--- config.mk ---
export PLATFORM = sky130hd
export DESIGN_NAME = uspc_top
export DESIGN_NICKNAME = d
export VERILOG_FILES = /design/src/design/uspc_pkg.sv /design/src/design/uspc_pin_cell.sv /design/src/design/uspc_sync.sv /design/src/design/uspc_top.sv
export SDC_FILE = /design/constraint.sdc
export NUM_CORES = 1
export LEC_CHECK = 0
export ABC_AREA = 0
export ABC_CLOCK_PERIOD_IN_PS = 1900
export BUFFER_PORTS_ARGS = -buffer_cell sky130_fd_sc_hd__buf_2
export CAP_MARGIN = 20
export CELL_PAD_IN_SITES_DETAIL_PLACEMENT = 1
export CELL_PAD_IN_SITES_GLOBAL_PLACEMENT = 2
export CORE_UTILIZATION = 43
export DETAILED_ROUTE_END_ITERATION = 8
export PLACE_DENSITY = 0.9
export SLEW_MARGIN = 20
export SYNTH_ARGS = -nofsm -noshare
export SYNTH_HDL_FRONTEND = slang
export SYNTH_SLANG_ARGS = --single-unit
--- constraint.sdc ---
create_clock -name clk_sys -period 1.9 [get_ports clk_sys]
set_input_delay 0.095 -clock clk_sys [delete_from_list [all_inputs] [get_ports clk_sys]]
set_output_delay 0.095 -clock clk_sys [all_outputs]
set_load 0.01 [all_outputs]
--- src/design/uspc_pkg.sv ---
package uspc_pkg;

   // Bus geometry
   localparam int ADDR_W   = 8;
   localparam int DATA_W   = 32;
   localparam int NUM_PINS = 8;

   // Register offsets
   localparam logic [ADDR_W-1:0] OFS_STATUS = 8'h00;
   localparam logic [ADDR_W-1:0] OFS_CONFIG = 8'h04;
   localparam logic [ADDR_W-1:0] OFS_GPIO   = 8'h08;
   localparam logic [ADDR_W-1:0] OFS_MODEM  = 8'h0C;

   // Config fields
   localparam int CFG_STD_MODEM_BIT = 0;
   localparam int CFG_ENH_MODEM_BIT = 1;
   localparam int CFG_POL_HIGH_BIT  = 2;
   localparam int CFG_SUSP_LVL_LSB  = 8;
   localparam int CFG_OD_LSB        = 16;

   // Runtime control fields
   localparam int GPIO_VAL_LSB      = 0;
   localparam int GPIO_DIR_LSB      = 8;
   localparam int MODEM_STD_DTR_BIT = 0;
   localparam int MODEM_ENH_DTR_BIT = 1;
   localparam int MODEM_STD_RTS_BIT = 2;
   localparam int MODEM_ENH_RTS_BIT = 3;

   // Status fields
   localparam int STAT_STATE_LSB = 0;
   localparam int STAT_IND_BIT   = 2;
   localparam int STAT_LOCK_BIT  = 3;
   localparam int STAT_CONF_BIT  = 4;
   localparam int STAT_PIN_LSB   = 8;
   localparam int STAT_MST_LSB   = 16;
   localparam int STAT_GRANT_LSB = 22;

   // Reset values
   localparam logic [DATA_W-1:0] CFG_RST   = 32'h0000_0000;
   localparam logic [DATA_W-1:0] GPIO_RST  = 32'h0000_0000;
   localparam logic [DATA_W-1:0] MODEM_RST = 32'h0000_0000;

   // Side pin indices
   localparam int PIN_ENH_USER0   = 0;
   localparam int PIN_ENH_USER1   = 1;
   localparam int PIN_ENH_CARRIER = 2;
   localparam int PIN_ENH_SUSPEND = 3;
   localparam int PIN_STD_USER0   = 4;
   localparam int PIN_STD_USER1   = 5;
   localparam int PIN_STD_USER2   = 6;
   localparam int PIN_STD_SUSPEND = 7;

   // Pin roles
   localparam logic [NUM_PINS-1:0] PIN_ENH_MASK  = 8'h0F;
   localparam logic [NUM_PINS-1:0] PIN_GPIO_MASK = 8'h73;
   localparam logic [NUM_PINS-1:0] PIN_SUS_MASK  = 8'h88;
   localparam logic [NUM_PINS-1:0] PIN_MOUT_MASK = 8'h21;

   // Modem status layout per port
   localparam int MST_DSR = 0;
   localparam int MST_DCD = 1;
   localparam int MST_RI  = 2;

   typedef enum logic [1:0] {
      UST_UNCONF = 2'b00,
      UST_ACTIVE = 2'b01,
      UST_SUSP   = 2'b11
   } uspc_state_t;

endpackage

--- src/design/uspc_pin_cell.sv ---
`timescale 1ns/1ps
module uspc_pin_cell (
   // Clock and reset
   input  wire logic clk_sys,
   input  wire logic nrst,
   // Requested drive
   input  wire logic drive,
   input  wire logic level,
   input  wire logic open_drain,
   // Pad side
   output logic      pin_out,
   output logic      pin_oe
);

   // Open-drain releases the pad for a high level
   always_ff @(posedge clk_sys or negedge nrst) begin
      if (!nrst) begin
         pin_out <= 1'b0;
         pin_oe  <= 1'b0;
      end else begin
         pin_out <= open_drain ? 1'b0 : level;
         pin_oe  <= drive & (~open_drain | ~level);
      end
   end

endmodule

--- src/design/uspc_sync.sv ---
`timescale 1ns/1ps
module uspc_sync #(
   parameter int               WIDTH   = 1,
   parameter logic [WIDTH-1:0] RST_VAL = '1
) (
   // Clock and reset
   input  wire logic             clk_sys,
   input  wire logic             nrst,
   // Data
   input  wire logic [WIDTH-1:0] async_in,
   output logic      [WIDTH-1:0] sync_out
);

   logic [WIDTH-1:0] meta_reg;

   // Two-stage synchroniser
   always_ff @(posedge clk_sys or negedge nrst) begin
      if (!nrst) begin
         meta_reg <= RST_VAL;
         sync_out <= RST_VAL;
      end else begin
         meta_reg <= async_in;
         sync_out <= meta_reg;
      end
   end

endmodule

--- src/design/uspc_top.sv ---
// The plain strobed port and the register addresses were chosen for this implementation.
`timescale 1ns/1ps
module uspc_top (
   // Clock and reset
   input  wire logic                         clk_sys,
   input  wire logic                         nrst,
   // USB core events
   input  wire logic                         usb_suspend_det,
   input  wire logic                         usb_resume_det,
   input  wire logic                         usb_resume_gen,
   input  wire logic                         usb_bus_reset,
   input  wire logic                         usb_config_done,
   // Register port
   input  wire logic [uspc_pkg::ADDR_W-1:0]  reg_addr,
   input  wire logic [uspc_pkg::DATA_W-1:0]  reg_wdata,
   input  wire logic                         reg_wr,
   input  wire logic                         reg_rd,
   output logic      [uspc_pkg::DATA_W-1:0]  reg_rdata,
   // Flow control pins
   input  wire logic                         std_clear_to_send_n,
   input  wire logic                         enh_clear_to_send_n,
   output logic                              std_ready_to_send_n,
   output logic                              enh_ready_to_send_n,
   // UART core side
   input  wire logic                         std_rx_ready,
   input  wire logic                         enh_rx_ready,
   output logic                              std_tx_grant,
   output logic                              enh_tx_grant,
   output logic      [2:0]                   std_modem_status,
   output logic      [2:0]                   enh_modem_status,
   output logic                              enh_modem_mode,
   output logic                              std_modem_mode,
   // Side pins
   input  wire logic [uspc_pkg::NUM_PINS-1:0] side_pin_in,
   output logic      [uspc_pkg::NUM_PINS-1:0] side_pin_out,
   output logic      [uspc_pkg::NUM_PINS-1:0] side_pin_oe
);

   localparam int NP = uspc_pkg::NUM_PINS;

   uspc_pkg::uspc_state_t state_reg;
   uspc_pkg::uspc_state_t state_next;

   logic [uspc_pkg::DATA_W-1:0] cfg_reg;
   logic [uspc_pkg::DATA_W-1:0] gpio_reg;
   logic [uspc_pkg::DATA_W-1:0] modem_reg;
   logic                        cfg_lock_reg;
   logic                        configured_reg;
   logic [NP+1:0]               sync_q;
   logic [NP-1:0]               pin_sync;
   logic                        std_cts_sync_n;
   logic                        enh_cts_sync_n;
   logic                        wr_cfg;
   logic                        wr_gpio;
   logic                        wr_modem;
   logic                        mode_std;
   logic                        mode_enh;
   logic                        pol_high;
   logic [NP-1:0]               susp_lvl;
   logic [NP-1:0]               gpio_od;
   logic [NP-1:0]               gpio_val;
   logic [NP-1:0]               gpio_dir;
   logic                        suspended;
   logic                        susp_assert;
   logic                        sus_level;
   logic                        any_exit;
   logic [NP-1:0]               pin_drive;
   logic [NP-1:0]               pin_level;
   logic [NP-1:0]               pin_od;
   logic [uspc_pkg::DATA_W-1:0] status_word;
   logic [uspc_pkg::DATA_W-1:0] rd_next;

   // Config and GPIO field views
   assign mode_std = cfg_reg[uspc_pkg::CFG_STD_MODEM_BIT];
   assign mode_enh = cfg_reg[uspc_pkg::CFG_ENH_MODEM_BIT];
   assign pol_high = cfg_reg[uspc_pkg::CFG_POL_HIGH_BIT];
   assign susp_lvl = cfg_reg[uspc_pkg::CFG_SUSP_LVL_LSB +: NP];
   assign gpio_od  = cfg_reg[uspc_pkg::CFG_OD_LSB +: NP];
   assign gpio_val = gpio_reg[uspc_pkg::GPIO_VAL_LSB +: NP];
   assign gpio_dir = gpio_reg[uspc_pkg::GPIO_DIR_LSB +: NP];
   assign std_modem_mode = mode_std;
   assign enh_modem_mode = mode_enh;

   // Input synchronisers
   uspc_sync #(
      .WIDTH   (NP + 2),
      .RST_VAL ({(NP + 2){1'b1}})
   ) u_sync (
      .clk_sys  (clk_sys),
      .nrst     (nrst),
      .async_in ({enh_clear_to_send_n, std_clear_to_send_n, side_pin_in}),
      .sync_out (sync_q)
   );

   assign pin_sync       = sync_q[NP-1:0];
   assign std_cts_sync_n = sync_q[NP];
   assign enh_cts_sync_n = sync_q[NP+1];

   // Suspend state machine
   assign any_exit = usb_resume_det | usb_resume_gen | usb_bus_reset;

   always_comb begin
      state_next = state_reg;
      unique case (state_reg)
         uspc_pkg::UST_UNCONF: begin
            if (usb_suspend_det) begin
               state_next = uspc_pkg::UST_SUSP;
            end else if (usb_config_done) begin
               state_next = uspc_pkg::UST_ACTIVE;
            end
         end
         uspc_pkg::UST_ACTIVE: begin
            if (usb_suspend_det) begin
               state_next = uspc_pkg::UST_SUSP;
            end
         end
         uspc_pkg::UST_SUSP: begin
            if (any_exit) begin
               state_next = configured_reg ? uspc_pkg::UST_ACTIVE
                                           : uspc_pkg::UST_UNCONF;
            end
         end
         default: begin
            state_next = uspc_pkg::UST_UNCONF;
         end
      endcase
   end

   always_ff @(posedge clk_sys or negedge nrst) begin
      if (!nrst) begin
         state_reg <= uspc_pkg::UST_UNCONF;
      end else begin
         state_reg <= state_next;
      end
   end

   // Enumeration done flag
   always_ff @(posedge clk_sys or negedge nrst) begin
      if (!nrst) begin
         configured_reg <= 1'b0;
      end else if (usb_config_done) begin
         configured_reg <= 1'b1;
      end
   end

   // Indicator level
   assign suspended   = (state_reg == uspc_pkg::UST_SUSP);
   assign susp_assert = (state_reg != uspc_pkg::UST_ACTIVE);
   assign sus_level   = pol_high ? susp_assert : ~susp_assert;

   // Register write decode
   assign wr_cfg   = reg_wr && (reg_addr == uspc_pkg::OFS_CONFIG);
   assign wr_gpio  = reg_wr && (reg_addr == uspc_pkg::OFS_GPIO);
   assign wr_modem = reg_wr && (reg_addr == uspc_pkg::OFS_MODEM);

   // Write-once config store
   always_ff @(posedge clk_sys or negedge nrst) begin
      if (!nrst) begin
         cfg_reg      <= uspc_pkg::CFG_RST;
         cfg_lock_reg <= 1'b0;
      end else if (wr_cfg && !cfg_lock_reg) begin
         cfg_reg      <= reg_wdata;
         cfg_lock_reg <= 1'b1;
      end
   end

   // Runtime GPIO control
   always_ff @(posedge clk_sys or negedge nrst) begin
      if (!nrst) begin
         gpio_reg <= uspc_pkg::GPIO_RST;
      end else if (wr_gpio) begin
         gpio_reg <= reg_wdata;
      end
   end

   // Runtime modem control
   always_ff @(posedge clk_sys or negedge nrst) begin
      if (!nrst) begin
         modem_reg <= uspc_pkg::MODEM_RST;
      end else if (wr_modem) begin
         modem_reg <= reg_wdata;
      end
   end

   // Per-pin function mux
   genvar gi;
   generate
      for (gi = 0; gi < NP; gi++) begin : g_pin
         logic port_modem;
         logic port_dtr;
         assign port_modem = uspc_pkg::PIN_ENH_MASK[gi] ? mode_enh : mode_std;
         assign port_dtr   = uspc_pkg::PIN_ENH_MASK[gi]
                             ? modem_reg[uspc_pkg::MODEM_ENH_DTR_BIT]
                             : modem_reg[uspc_pkg::MODEM_STD_DTR_BIT];
         assign pin_drive[gi] = port_modem ? uspc_pkg::PIN_MOUT_MASK[gi]
                              : (uspc_pkg::PIN_SUS_MASK[gi]
                                 | (uspc_pkg::PIN_GPIO_MASK[gi] & gpio_dir[gi]));
         assign pin_level[gi] = port_modem ? ~port_dtr
                              : uspc_pkg::PIN_SUS_MASK[gi] ? sus_level
                              : suspended ? susp_lvl[gi] : gpio_val[gi];
         assign pin_od[gi]    = ~port_modem & uspc_pkg::PIN_GPIO_MASK[gi] & gpio_od[gi];
         uspc_pin_cell u_cell (
            .clk_sys    (clk_sys),
            .nrst       (nrst),
            .drive      (pin_drive[gi]),
            .level      (pin_level[gi]),
            .open_drain (pin_od[gi]),
            .pin_out    (side_pin_out[gi]),
            .pin_oe     (side_pin_oe[gi])
         );
      end
   endgenerate

   // Modem inputs, active low at the pin
   always_ff @(posedge clk_sys or negedge nrst) begin
      if (!nrst) begin
         std_modem_status <= 3'h0;
         enh_modem_status <= 3'h0;
      end else begin
         enh_modem_status[uspc_pkg::MST_DSR] <=
            mode_enh & ~pin_sync[uspc_pkg::PIN_ENH_USER1];
         enh_modem_status[uspc_pkg::MST_DCD] <=
            mode_enh & ~pin_sync[uspc_pkg::PIN_ENH_CARRIER];
         enh_modem_status[uspc_pkg::MST_RI]  <=
            mode_enh & ~pin_sync[uspc_pkg::PIN_ENH_SUSPEND];
         std_modem_status[uspc_pkg::MST_DCD] <=
            mode_std & ~pin_sync[uspc_pkg::PIN_STD_USER0];
         std_modem_status[uspc_pkg::MST_DSR] <=
            mode_std & ~pin_sync[uspc_pkg::PIN_STD_USER2];
         std_modem_status[uspc_pkg::MST_RI]  <=
            mode_std & ~pin_sync[uspc_pkg::PIN_STD_SUSPEND];
      end
   end

   // Flow control
   always_ff @(posedge clk_sys or negedge nrst) begin
      if (!nrst) begin
         std_tx_grant        <= 1'b0;
         enh_tx_grant        <= 1'b0;
         std_ready_to_send_n <= 1'b1;
         enh_ready_to_send_n <= 1'b1;
      end else begin
         std_tx_grant        <= ~std_cts_sync_n;
         enh_tx_grant        <= ~enh_cts_sync_n;
         std_ready_to_send_n <= ~(std_rx_ready | modem_reg[uspc_pkg::MODEM_STD_RTS_BIT]);
         enh_ready_to_send_n <= ~(enh_rx_ready | modem_reg[uspc_pkg::MODEM_ENH_RTS_BIT]);
      end
   end

   // Status word
   always_comb begin
      status_word = '0;
      status_word[uspc_pkg::STAT_STATE_LSB +: 2] = state_reg;
      status_word[uspc_pkg::STAT_IND_BIT]        = susp_assert;
      status_word[uspc_pkg::STAT_LOCK_BIT]       = cfg_lock_reg;
      status_word[uspc_pkg::STAT_CONF_BIT]       = configured_reg;
      status_word[uspc_pkg::STAT_PIN_LSB +: NP]  = pin_sync;
      status_word[uspc_pkg::STAT_MST_LSB +: 6]   = {enh_modem_status, std_modem_status};
      status_word[uspc_pkg::STAT_GRANT_LSB +: 2] = {enh_tx_grant, std_tx_grant};
   end

   // Read mux, unmapped reads zero
   always_comb begin
      rd_next = '0;
      unique case (reg_addr)
         uspc_pkg::OFS_STATUS: rd_next = status_word;
         uspc_pkg::OFS_CONFIG: rd_next = cfg_reg;
         uspc_pkg::OFS_GPIO:   rd_next = gpio_reg;
         uspc_pkg::OFS_MODEM:  rd_next = modem_reg;
         default:              rd_next = '0;
      endcase
   end

   always_ff @(posedge clk_sys or negedge nrst) begin
      if (!nrst) begin
         reg_rdata <= '0;
      end else begin
         reg_rdata <= reg_rd ? rd_next : '0;
      end
   end

   // Checks
   susp_entry_a: assert property (@(posedge clk_sys) disable iff (!nrst)
      usb_suspend_det && (state_reg != uspc_pkg::UST_SUSP)
      |=> state_reg == uspc_pkg::UST_SUSP)
      else $error("suspend not entered");

   susp_gpio_pin_a: assert property (@(posedge clk_sys) disable iff (!nrst)
      (state_reg == uspc_pkg::UST_SUSP) && cfg_lock_reg && !mode_enh
      |=> side_pin_oe[uspc_pkg::PIN_ENH_SUSPEND]
          && (side_pin_out[uspc_pkg::PIN_ENH_SUSPEND] == pol_high))
      else $error("suspend pin not asserted");

   unconf_hold_a: assert property (@(posedge clk_sys) disable iff (!nrst)
      !configured_reg && !usb_config_done |=> state_reg != uspc_pkg::UST_ACTIVE)
      else $error("indicator released before configuration");

   low_polarity_a: assert property (@(posedge clk_sys) disable iff (!nrst)
      cfg_lock_reg && !pol_high && !mode_std && susp_assert
      |=> !side_pin_out[uspc_pkg::PIN_STD_SUSPEND])
      else $error("active-low indicator wrong");

   susp_exit_a: assert property (@(posedge clk_sys) disable iff (!nrst)
      (state_reg == uspc_pkg::UST_SUSP) && any_exit
      |=> state_reg != uspc_pkg::UST_SUSP)
      else $error("suspend not left");

   exit_deassert_a: assert property (@(posedge clk_sys) disable iff (!nrst)
      (state_reg == uspc_pkg::UST_SUSP) ##1 (state_reg == uspc_pkg::UST_ACTIVE)
      && cfg_lock_reg && !mode_enh
      |=> side_pin_out[uspc_pkg::PIN_ENH_SUSPEND] == !pol_high)
      else $error("indicator not deasserted");

   susp_level_a: assert property (@(posedge clk_sys) disable iff (!nrst)
      suspended && !mode_enh && gpio_dir[uspc_pkg::PIN_ENH_USER0]
      && !gpio_od[uspc_pkg::PIN_ENH_USER0]
      |=> side_pin_oe[uspc_pkg::PIN_ENH_USER0]
          && (side_pin_out[uspc_pkg::PIN_ENH_USER0]
              == $past(susp_lvl[uspc_pkg::PIN_ENH_USER0])))
      else $error("suspend level wrong");

   cts_grant_a: assert property (@(posedge clk_sys) disable iff (!nrst)
      (!enh_clear_to_send_n) [*3] |=> enh_tx_grant)
      else $error("clear-to-send low not granted");

   cts_block_a: assert property (@(posedge clk_sys) disable iff (!nrst)
      std_clear_to_send_n [*3] |=> !std_tx_grant)
      else $error("clear-to-send high granted");

   rts_low_a: assert property (@(posedge clk_sys) disable iff (!nrst)
      enh_rx_ready |=> !enh_ready_to_send_n)
      else $error("ready-to-send not low");

   dtr_drive_a: assert property (@(posedge clk_sys) disable iff (!nrst)
      cfg_lock_reg && mode_enh && modem_reg[uspc_pkg::MODEM_ENH_DTR_BIT]
      |=> side_pin_oe[uspc_pkg::PIN_ENH_USER0] && !side_pin_out[uspc_pkg::PIN_ENH_USER0])
      else $error("terminal-ready not driven low");

   dsr_sample_a: assert property (@(posedge clk_sys) disable iff (!nrst)
      (cfg_lock_reg && mode_enh && !side_pin_in[uspc_pkg::PIN_ENH_USER1]) [*4]
      |=> enh_modem_status[uspc_pkg::MST_DSR])
      else $error("set-ready not seen");

   cfg_once_a: assert property (@(posedge clk_sys) disable iff (!nrst)
      cfg_lock_reg |=> $stable(cfg_reg) && cfg_lock_reg)
      else $error("config changed after lock");

endmodule

==> results_dict.tcl, run 1 <==
set metrics [dict create \
    dr.first_iter.drc_count 176 \
    p_switching_mw 1.77 \
    cp_max_fo 11 \
    setup_viol 0 \
    diodes 0 \
    drtPass1Iterations 4 \
    avgViaCountPerCell 5.09 \
    p_comb_share_pct 8.1 \
    yosys_most_used_dff "dfrtp_1" \
    grt_pass1_wl_mm 27.2 \
    min_to "state_reg[0]$_DFFE_PN0P_" \
    crit_path_max_incr_delay_ns 0.50 \
    critPathRequiredTime_ns 2.18 \
    worstSkewPairLatency_ns 0.43 \
    drive_gt1_share_pct 50.1 \
    skew_ns 0.0114 \
    final_cell_mix "dfrtp_1 (155), buf_2 (118), mux2_2 (107), dlygate4sd3_1 (47)" \
    die_area_mm2 0.0170 \
    first_global_vias 4898 \
    grt_max_degree 56 \
    fp.dieH_um 131 \
    maxSlewHeadroom_pct 64.9 \
    p_clk_share_pct 40.2 \
    crit_chain "nand2_1 > mux2i_1 > o31ai_1" \
    rsz0062_at_grt "no" \
    ys_types 35 \
    worstHoldPathCells 4 \
    worst_ep_arrival_time_ns 1.73 \
    finalHoldViolCount 0 \
    period_minus_slack_ns 1.45 \
    routed_wirelength_mm 16.9 \
    cts.path.max_buffers 2 \
    status "complete, no violations" \
    powerDensity_mw_per_mm2 886 \
    antenna_found_initial 0 \
    layout_commonest_cell "dfrtp_1" \
    reg2reg_slack_ns 0.45 \
    synth-edff-count 0 \
    crit_type "reg -> reg" \
    ios 121 \
    hpwlAfterDp_mm 11.5 \
    period_share_pct 76.2 \
    synthCells 455 \
    ys_ff_latch 177 \
    cap_violations 0 \
    vdd_drop_max_mv 0.598 \
    core_mm2 0.0160 \
    overflow 0 \
    reg2reg_depth 3 \
    syn_nets 516 \
    syn_to_final_growth_pct 24.4 \
    fin_tns_setup_ns 0 \
    power_leakage_nw 4.45 \
    ant_nets 0 \
    critPathSlowestCell "dfrtp_1" \
    io_buffer_count 119 \
    cts_max_level 4 \
    synth_sequential_area_ratio_pct 62.8 \
    final_nets 677 \
    max_freq_ghz 0.691 \
    vias 4298 \
    tightest_slew_ns 0.526 \
    cts_tree "built" \
    cts_buffers 17 \
    ctsRootBufferMaster "clkbuf_16" \
    min-delay-start "usb_resume_det" \
    cp-end-kind "register" \
    r2r_end "g_pin[4].u_cell.pin_out$_DFF_PN0_" \
    clk_pin_slew_ns 0.06 \
    gr-usage-all-layers_pct 21.9 \
    intPower_mw 6.05 \
    p_seq_share_pct 51.7 \
    start_util_pct 44.4 \
    critPathLaunchType "register" \
    holdCritPathClass "in -> reg" \
    place_congestion 0.759 \
    fillers 1584 \
    syn_avg_cell_area_um2 15.6 \
    fin_hold_ws_ns 0.0803 \
    netlist_area_mm2 0.00710 \
    cts.sinks 177 \
    synthArstFlopShare_pct 100 \
    finalMaxSlewViolations 0 \
    post-cts-setup-buffers 0 \
    die_w_um 131 \
    reg2reg_from "state_reg[0]$_DFFE_PN0P_" \
    yosysWarnings 0 \
    wl_per_cell_um 20.0 \
    num_rows 46 \
    sw_frac_of_total_pct 22.6 \
    drc 0 \
]
## area by class of cell
type / count / area (um^2) / area share [%]
Clock inverter: 5 / 32.5 / 0.368
Tap cell: 216 / 270 / 3.06
Clock buffer: 27 / 493 / 5.58
Inverter: 8 / 30.0 / 0.340
Sequential cell: 177 / 4460 / 50.5
Multi-Input combinational cell: 230 / 2320 / 26.3
Timing Repair Buffer: 182 / 1230 / 13.9
## metrics by stage
stage / instances / power [mW] / area, um^2 / utilization, % / setup slack (ns)
2_1_floorplan: 455 / 4.39 / 7100 / - / 0.585
3_3_place_gp: 766 / 4.63 / 7840 / 49.0 / 0.417
3_5_place_dp: 766 / 4.68 / 7840 / 49.0 / 0.379
4_1_cts: 845 / 7.90 / 8830 / 55.2 / 0.437
5_1_grt: 845 / 8.11 / 8830 / 55.2 / 0.350
6_report: 845 / 7.82 / 8830 / 55.2 / 0.452
## critical path, delay by kind of cell, from the launching register on
kind,cells,cell delay (ns)
AOI/OAI and AO/OA,1,0.37
muxes,1,0.19
and+or+nand+nor,1,0.25
DFF,1,0.50
## what timing repair did
action,CTS,global route
hold endpoints to repair,161,0
gates resized for setup,0,0
hold buffers,47,0
## layer usage
layer | global-route usage, % | share of wire [%] | wire (um) | vias to the layer above
li1 | - | - | - | 1919
met3 | 4.76 | 3.5 | 587 | 14
met2 | 38.3 | 52 | 8820 | 95
met4 | 6.02 | 0.86 | 145 | 0
met5 | 0 | 0 | 0 | -
met1 | 27.6 | 43 | 7330 | 2270
## cells by family (layout without fill, tap and decap cells)
| family | Yosys count | in the layout | synth area share, % |
|---|---|---|---|
| AO/OA/AOI/OAI | 31 | 31 | 3.21 |
| XOR/XNOR | 1 | 1 | 0.123 |
| buffers and inverters | 48 | 222 | 4.65 |
| flip-flops | 177 | 177 | 62.8 |
| multiplexers | 133 | 133 | 24.3 |
| other | 1 | 1 | 0.0528 |
| AND/OR/NAND/NOR | 64 | 64 | 4.88 |
## cells in the mapped netlist, drive strengths merged, types with 2 or more instances
cell	n	area share, %
a21boi	2	0.21
a21o	2	0.21
a21oi	2	0.14
a22oi	11	1.2
and3	3	0.26
buf	27	3.3
clkbuf	13	0.97
dfrtp	155	55
dfstp	22	8.1
inv	7	0.37
mux2	107	17
mux2i	5	0.70
mux4	21	6.7
nand2	3	0.16
nand2b	3	0.26
nand4	3	0.26
nor2	23	1.2
nor2b	23	2.0
nor3	2	0.14
o211a	3	0.42
o21ai	5	0.35
o31ai	3	0.32
## how the worst max path moves through the flow
stage	from	endpoint	depth (start not counted)
after detailed placement	reg_addr[7]	modem_reg[22]$_DFFE_PN0P_	5
final	state_reg[0]$_DFFE_PN0P_	g_pin[4].u_cell.pin_out$_DFF_PN0_	3
after global placement	reg_addr[2]	reg_rdata[0]$_DFF_PN0_	4
after CTS	state_reg[1]$_DFFE_PN0P_	g_pin[4].u_cell.pin_out$_DFF_PN0_	3
after global routing	state_reg[1]$_DFFE_PN0P_	g_pin[4].u_cell.pin_out$_DFF_PN0_	3
after floorplan	reg_addr[7]	gpio_reg[0]$_DFFE_PN0P_	4
## power groups by stage
stage / Combinational [mW] / Clock, mW / Sequential (mW)
2_1_floorplan: 0.323 / 0 / 4.07
3_3_place_gp: 0.538 / 0 / 4.09
3_5_place_dp: 0.565 / 0 / 4.11
4_1_cts: 0.644 / 3.22 / 4.05
5_1_grt: 0.695 / 3.36 / 4.06
6_report: 0.631 / 3.15 / 4.04
Note: power is estimated with default switching activity, not from simulation.
==> inputs of run 2 (changes only) <==
Settings changed: ABC_CLOCK_PERIOD_IN_PS 1900 to 1200, CORE_UTILIZATION 43 to 36, PLACE_DENSITY 0.9 to 0.81.
Clock period 1.9 ns to 1.2 ns, I/O delays scaled along.
==> run 2 against run 1 <==
Effect of this change:
- the flow now finishes with violations (negative setup slack)
- sequential cell count unchanged
- routed wire length increased by 9.6%
- die area increased by 19%
- highest routed layer is now met5
==> results_dict.tcl, run 2 (synthesis results as in run 1) <==
set metrics [dict create \
    status "finished with violations" \
    violations "negative setup slack" \
    die_w_um 142 \
    period_share_pct 109 \
    final_cell_area_mm2 0.00952 \
    syn_to_final_growth_pct 34.1 \
    cts_max_level 4 \
    rsz0062_at_grt "yes" \
    drc 0 \
    powerDensity_mw_per_mm2 1350 \
    overflow 0 \
    worstSkewPairLatency_ns 0.44 \
    skew_ns 0.0138 \
    period_minus_slack_ns 1.31 \
    finalHoldViolCount 0 \
    ctsRootBufferMaster "clkbuf_16" \
    dr.first_iter.drc_count 166 \
    fin_hold_ws_ns 0.0897 \
    die_area_mm2 0.0203 \
    hpwlAfterDp_mm 12.6 \
    grt_max_degree 35 \
    dp_slack_ns -0.261 \
    wl_per_cell_um 19.6 \
    io_buffer_count 119 \
    final_nets 726 \
    start_util_pct 36.6 \
    setup_viol 44 \
    cap_violations 0 \
    power_leakage_nw 4.77 \
    ios 121 \
    core_mm2 0.0194 \
    instances_no_fill 943 \
    max_freq_ghz 0.763 \
    routed_wirelength_mm 18.5 \
    critPathLaunchType "register" \
    holdCritPathClass "in -> async" \
    critPathRequiredTime_ns 1.51 \
    diodes 0 \
    fp.dieH_um 142 \
    layout_commonest_cell "dfrtp_1" \
    antenna_found_initial 1 \
    num_rows 51 \
    cts_tree "built" \
    ant_nets 0 \
    cp_max_fo 5 \
    vias 4482 \
    fin_ws_ns -0.111 \
    dp_cells 853 \
    grt_pass1_wl_mm 28.8 \
    fillers 1966 \
    avgViaCountPerCell 4.75 \
    dpl_cell_area_mm2 0.00822 \
    cts.path.max_buffers 2 \
    first_global_vias 5138 \
    gr-usage-all-layers_pct 19.4 \
    utilization_pct 49.1 \
    reg2reg_slack_ns -0.11 \
    drive_gt1_share_pct 56.2 \
    place_congestion 0.790 \
    cts.sinks 177 \
    vdd_drop_max_mv 0.938 \
    worst_ep_arrival_time_ns 1.63 \
    cp-end-kind "register" \
    fin_tns_setup_ns -3.66 \
    clk_pin_slew_ns 0.07 \
    p_total_mw 12.8 \
    finalMaxSlewViolations 0 \
    crit_type "reg -> reg" \
    cts_buffers 17 \
    final_cell_mix "dfrtp_1 (154), buf_2 (117), mux2_2 (107), dlygate4sd3_1 (51), buf_4 (42)" \
    drtPass1Iterations 4 \
]
==> run 2: cell count changes in the layout (fill, tap and decap cells not counted), sizes merged <==
cell	previous run	this run
clkbuf	27	20
clkinv	3	9
inv	7	9
bufinv	0	1
dlygate4sd3	47	51
buf	135	179
clkinvlp	3	2
==> run 2: final timing paths <==
path | endpoint | from | depth (start not counted)
max in group asynchronous | u_sync.sync_out[8]$_DFF_PN1_ | nrst | 3
worst min-delay path | reg_rdata[24]$_DFF_PN0_ | nrst | 2
worst min register to register | u_sync.sync_out[9]$_DFF_PN1_ | u_sync.meta_reg[9]$_DFF_PN1_ | 0
min in group clk_sys | reg_rdata[6]$_DFF_PN0_ | reg_addr[2] | 4
worst max-delay path | cfg_reg[12]$_DFFE_PN0P_ | cfg_lock_reg$_DFFE_PN0P_ | 5
worst max register to register | cfg_reg[12]$_DFFE_PN0P_ | cfg_lock_reg$_DFFE_PN0P_ | 5
==> run 2: power by group <==
group          total (mW)  internal, mW  switching [mW]
Sequential           6.38          6.24           0.141
Combinational        1.23         0.671           0.555
Clock                5.20          2.86            2.35
==> run 2: area by class of cell <==
| cell class | count | area, um^2 | area share [%] |
|---|---|---|---|
| Inverter | 8 | 30.0 | 0.315 |
| Timing Repair Buffer | 231 | 1740 | 18.2 |
| Multi-Input combinational cell | 230 | 2420 | 25.4 |
| Sequential cell | 177 | 4460 | 46.8 |
| Clock inverter | 13 | 114 | 1.20 |
| Clock buffer | 19 | 433 | 4.55 |
| Tap cell | 265 | 332 | 3.48 |
==> run 2: repair_timing <==
item                                   in CTS  in global routing
pin swaps                                   2                  8
setup buffers                               3                  3
hold buffers                               51                  0
gates cloned                                0                  2
gates resized for setup                    25                 17
setup endpoints to repair                  48                 48
endpoints found under the hold margin     268                  0
==> run 2: layer usage <==
metal,vias up,routed length [um],global-route usage (%)
met5,-,12,0
met3,21,785,4.98
li1,2008,-,-
met4,2,199,5.32
met1,2341,7710,24.5
met2,110,9780,33.1
==> run 2: critical path, cell delays in order, from the launching register on <==
cell	delay (ns)
dfrtp_1	0.38
nor2_1	0.12
nand4_1	0.10
buf_6	0.16
clkbuf_16	0.16
mux2_2	0.27
==> inputs of run 3 (changes only) <==
Settings changed: ABC_CLOCK_PERIOD_IN_PS 1200 to 1700, CORE_UTILIZATION 36 to 43, PLACE_DENSITY 0.81 to 0.9.
Clock period 1.2 ns to 1.7 ns, I/O delays scaled along.
==> run 3 against run 2 <==
Effect of this change:
- the run now ends clean
- clock power fell by 23%
- die area fell by 16%
- non-clock buffer count fell by 49
- power fell by 28%
- global-route usage rose by 2.2 points
- sequential power fell by 29%
- first-iteration DRC count rose by 36%
==> results_dict.tcl, run 3 (synthesis results as in run 1) <==
set metrics [dict create \
    place_congestion 0.787 \
    worstSkewPairLatency_ns 0.43 \
    grt_busiest_layer "met2" \
    cts_buffers 17 \
    drc 0 \
    period_minus_slack_ns 1.45 \
    skew_ns 0.00603 \
    grt_pass1_wl_mm 26.9 \
    status "complete, no violations" \
    ios 121 \
    vias 4315 \
    num_rows 46 \
    ctsRootBufferMaster "clkbuf_16" \
    routed_wirelength_mm 16.6 \
    fp.dieH_um 131 \
    post-cts-setup-buffers 0 \
    critPathRequiredTime_ns 2.01 \
    crit_chain "nor2_1 > nand4_1 > buf_4 > mux2_2" \
    min-delay-start "usb_resume_gen" \
    cts_tree "built" \
    core_mm2 0.0160 \
    fillers 1567 \
    dr.first_iter.drc_count 226 \
    worst_ep_arrival_time_ns 1.77 \
    clk_pin_slew_ns 0.07 \
    antenna_found_initial 0 \
    die_w_um 131 \
    holdCritPathClass "in -> reg" \
    reg2reg_depth 4 \
    p_total_mw 9.21 \
    layout_commonest_cell "dfrtp_1" \
    worstHoldPathCells 4 \
    final_nets 677 \
    cts.path.max_buffers 2 \
    cap_violations 0 \
    die_area_mm2 0.0170 \
    start_util_pct 44.4 \
    cp-end-kind "register" \
    drive_gt1_share_pct 51.0 \
    ant_nets 0 \
    met1_usage_pct 28.3 \
    gr-usage-all-layers_pct 21.7 \
    hpwlAfterDp_mm 11.2 \
    period_share_pct 85.5 \
    io_buffer_count 119 \
    finalMaxSlewViolations 0 \
    rsz0062_at_grt "no" \
    grt_max_degree 52 \
    cp_max_fo 19 \
    reg2reg_from "cfg_lock_reg$_DFFE_PN0P_" \
    powerDensity_mw_per_mm2 1030 \
    vdd_drop_max_mv 0.752 \
    wl_per_cell_um 19.7 \
    cts_max_level 4 \
    cts.sinks 177 \
    critPathSlowestCell "dfrtp_1" \
    overflow 0 \
    use_met2_pct 35.7 \
    drtPass1Iterations 4 \
    critPathLaunchType "register" \
    max_freq_ghz 0.688 \
    use_met3_pct 5.13 \
    avgViaCountPerCell 5.11 \
    utilization_pct 55.9 \
    setup_viol 0 \
    diodes 0 \
    crit_path_max_incr_delay_ns 0.43 \
    first_global_vias 4866 \
    final_cell_mix "dfrtp_1 (155), buf_2 (118), mux2_2 (107), dlygate4sd3_1 (47)" \
    fin_tns_setup_ns 0 \
    syn_to_final_growth_pct 25.8 \
    power_leakage_nw 4.50 \
    startpoint "cfg_lock_reg$_DFFE_PN0P_" \
    finalHoldViolCount 0 \
    crit_type "reg -> reg" \
]
==> run 3: cell type report <==
type / count / area (um^2) / area share, %
Inverter: 8 / 30.0 / 0.336
Timing Repair Buffer: 182 / 1250 / 14.0
Clock buffer: 19 / 443 / 4.96
Multi-Input combinational cell: 230 / 2320 / 26.0
Sequential cell: 177 / 4460 / 49.9
Tap cell: 216 / 270 / 3.02
Clock inverter: 13 / 163 / 1.82
==> run 3: routing by layer <==
metal | up-vias | routed length, um
met2 | 113 | 8550
met5 | - | 0
met3 | 14 | 685
met4 | 0 | 174
li1 | 1914 | -
met1 | 2274 | 7220
==> run 3: what timing repair did <==
action                    CTS  global route
resized for setup           0             0
hold buffers               47             0
hold endpoints to repair  226             0
==> run 3: power by group <==
group          internal (mW)  total (mW)  switching [mW]
Sequential              4.41        4.51           0.105
Combinational          0.379       0.717           0.337
Clock                   2.35        3.98            1.63
==> run 3: critical path: cells and delay by family (launching register included) <==
| family | cells | cell delay, ns |
|---|---|---|
| simple gates | 2 | 0.19 |
| flops | 1 | 0.43 |
| buf+inv | 1 | 0.31 |
| mux | 1 | 0.38 |
==> run 3: stage by stage <==
stage	std cells	setup WS [ns]	hold slack, ns	area, um^2
floorplan	455	0.395	-0.211	7100
global placement	766	0.240	0.0417	7860
detailed placement	766	0.135	0.0372	7860
CTS	845	0.253	0.0468	8940
global route	845	0.181	0.0767	8940
finish	845	0.246	0.0635	8940
==> run 3: path summary, 6_finish.rpt <==
kind,endpoint,slack [ns]
setup / recovery,cfg_reg[18]$_DFFE_PN0P_,0.25
hold / removal,state_reg[0]$_DFFE_PN0P_,0.06
setup reg to reg,cfg_reg[18]$_DFFE_PN0P_,0.25
hold reg to reg,u_sync.sync_out[2]$_DFF_PN1_,0.35
max in group asynchronous,u_sync.meta_reg[4]$_DFF_PN1_,0.85
min in group asynchronous,reg_rdata[19]$_DFF_PN0_,0.15
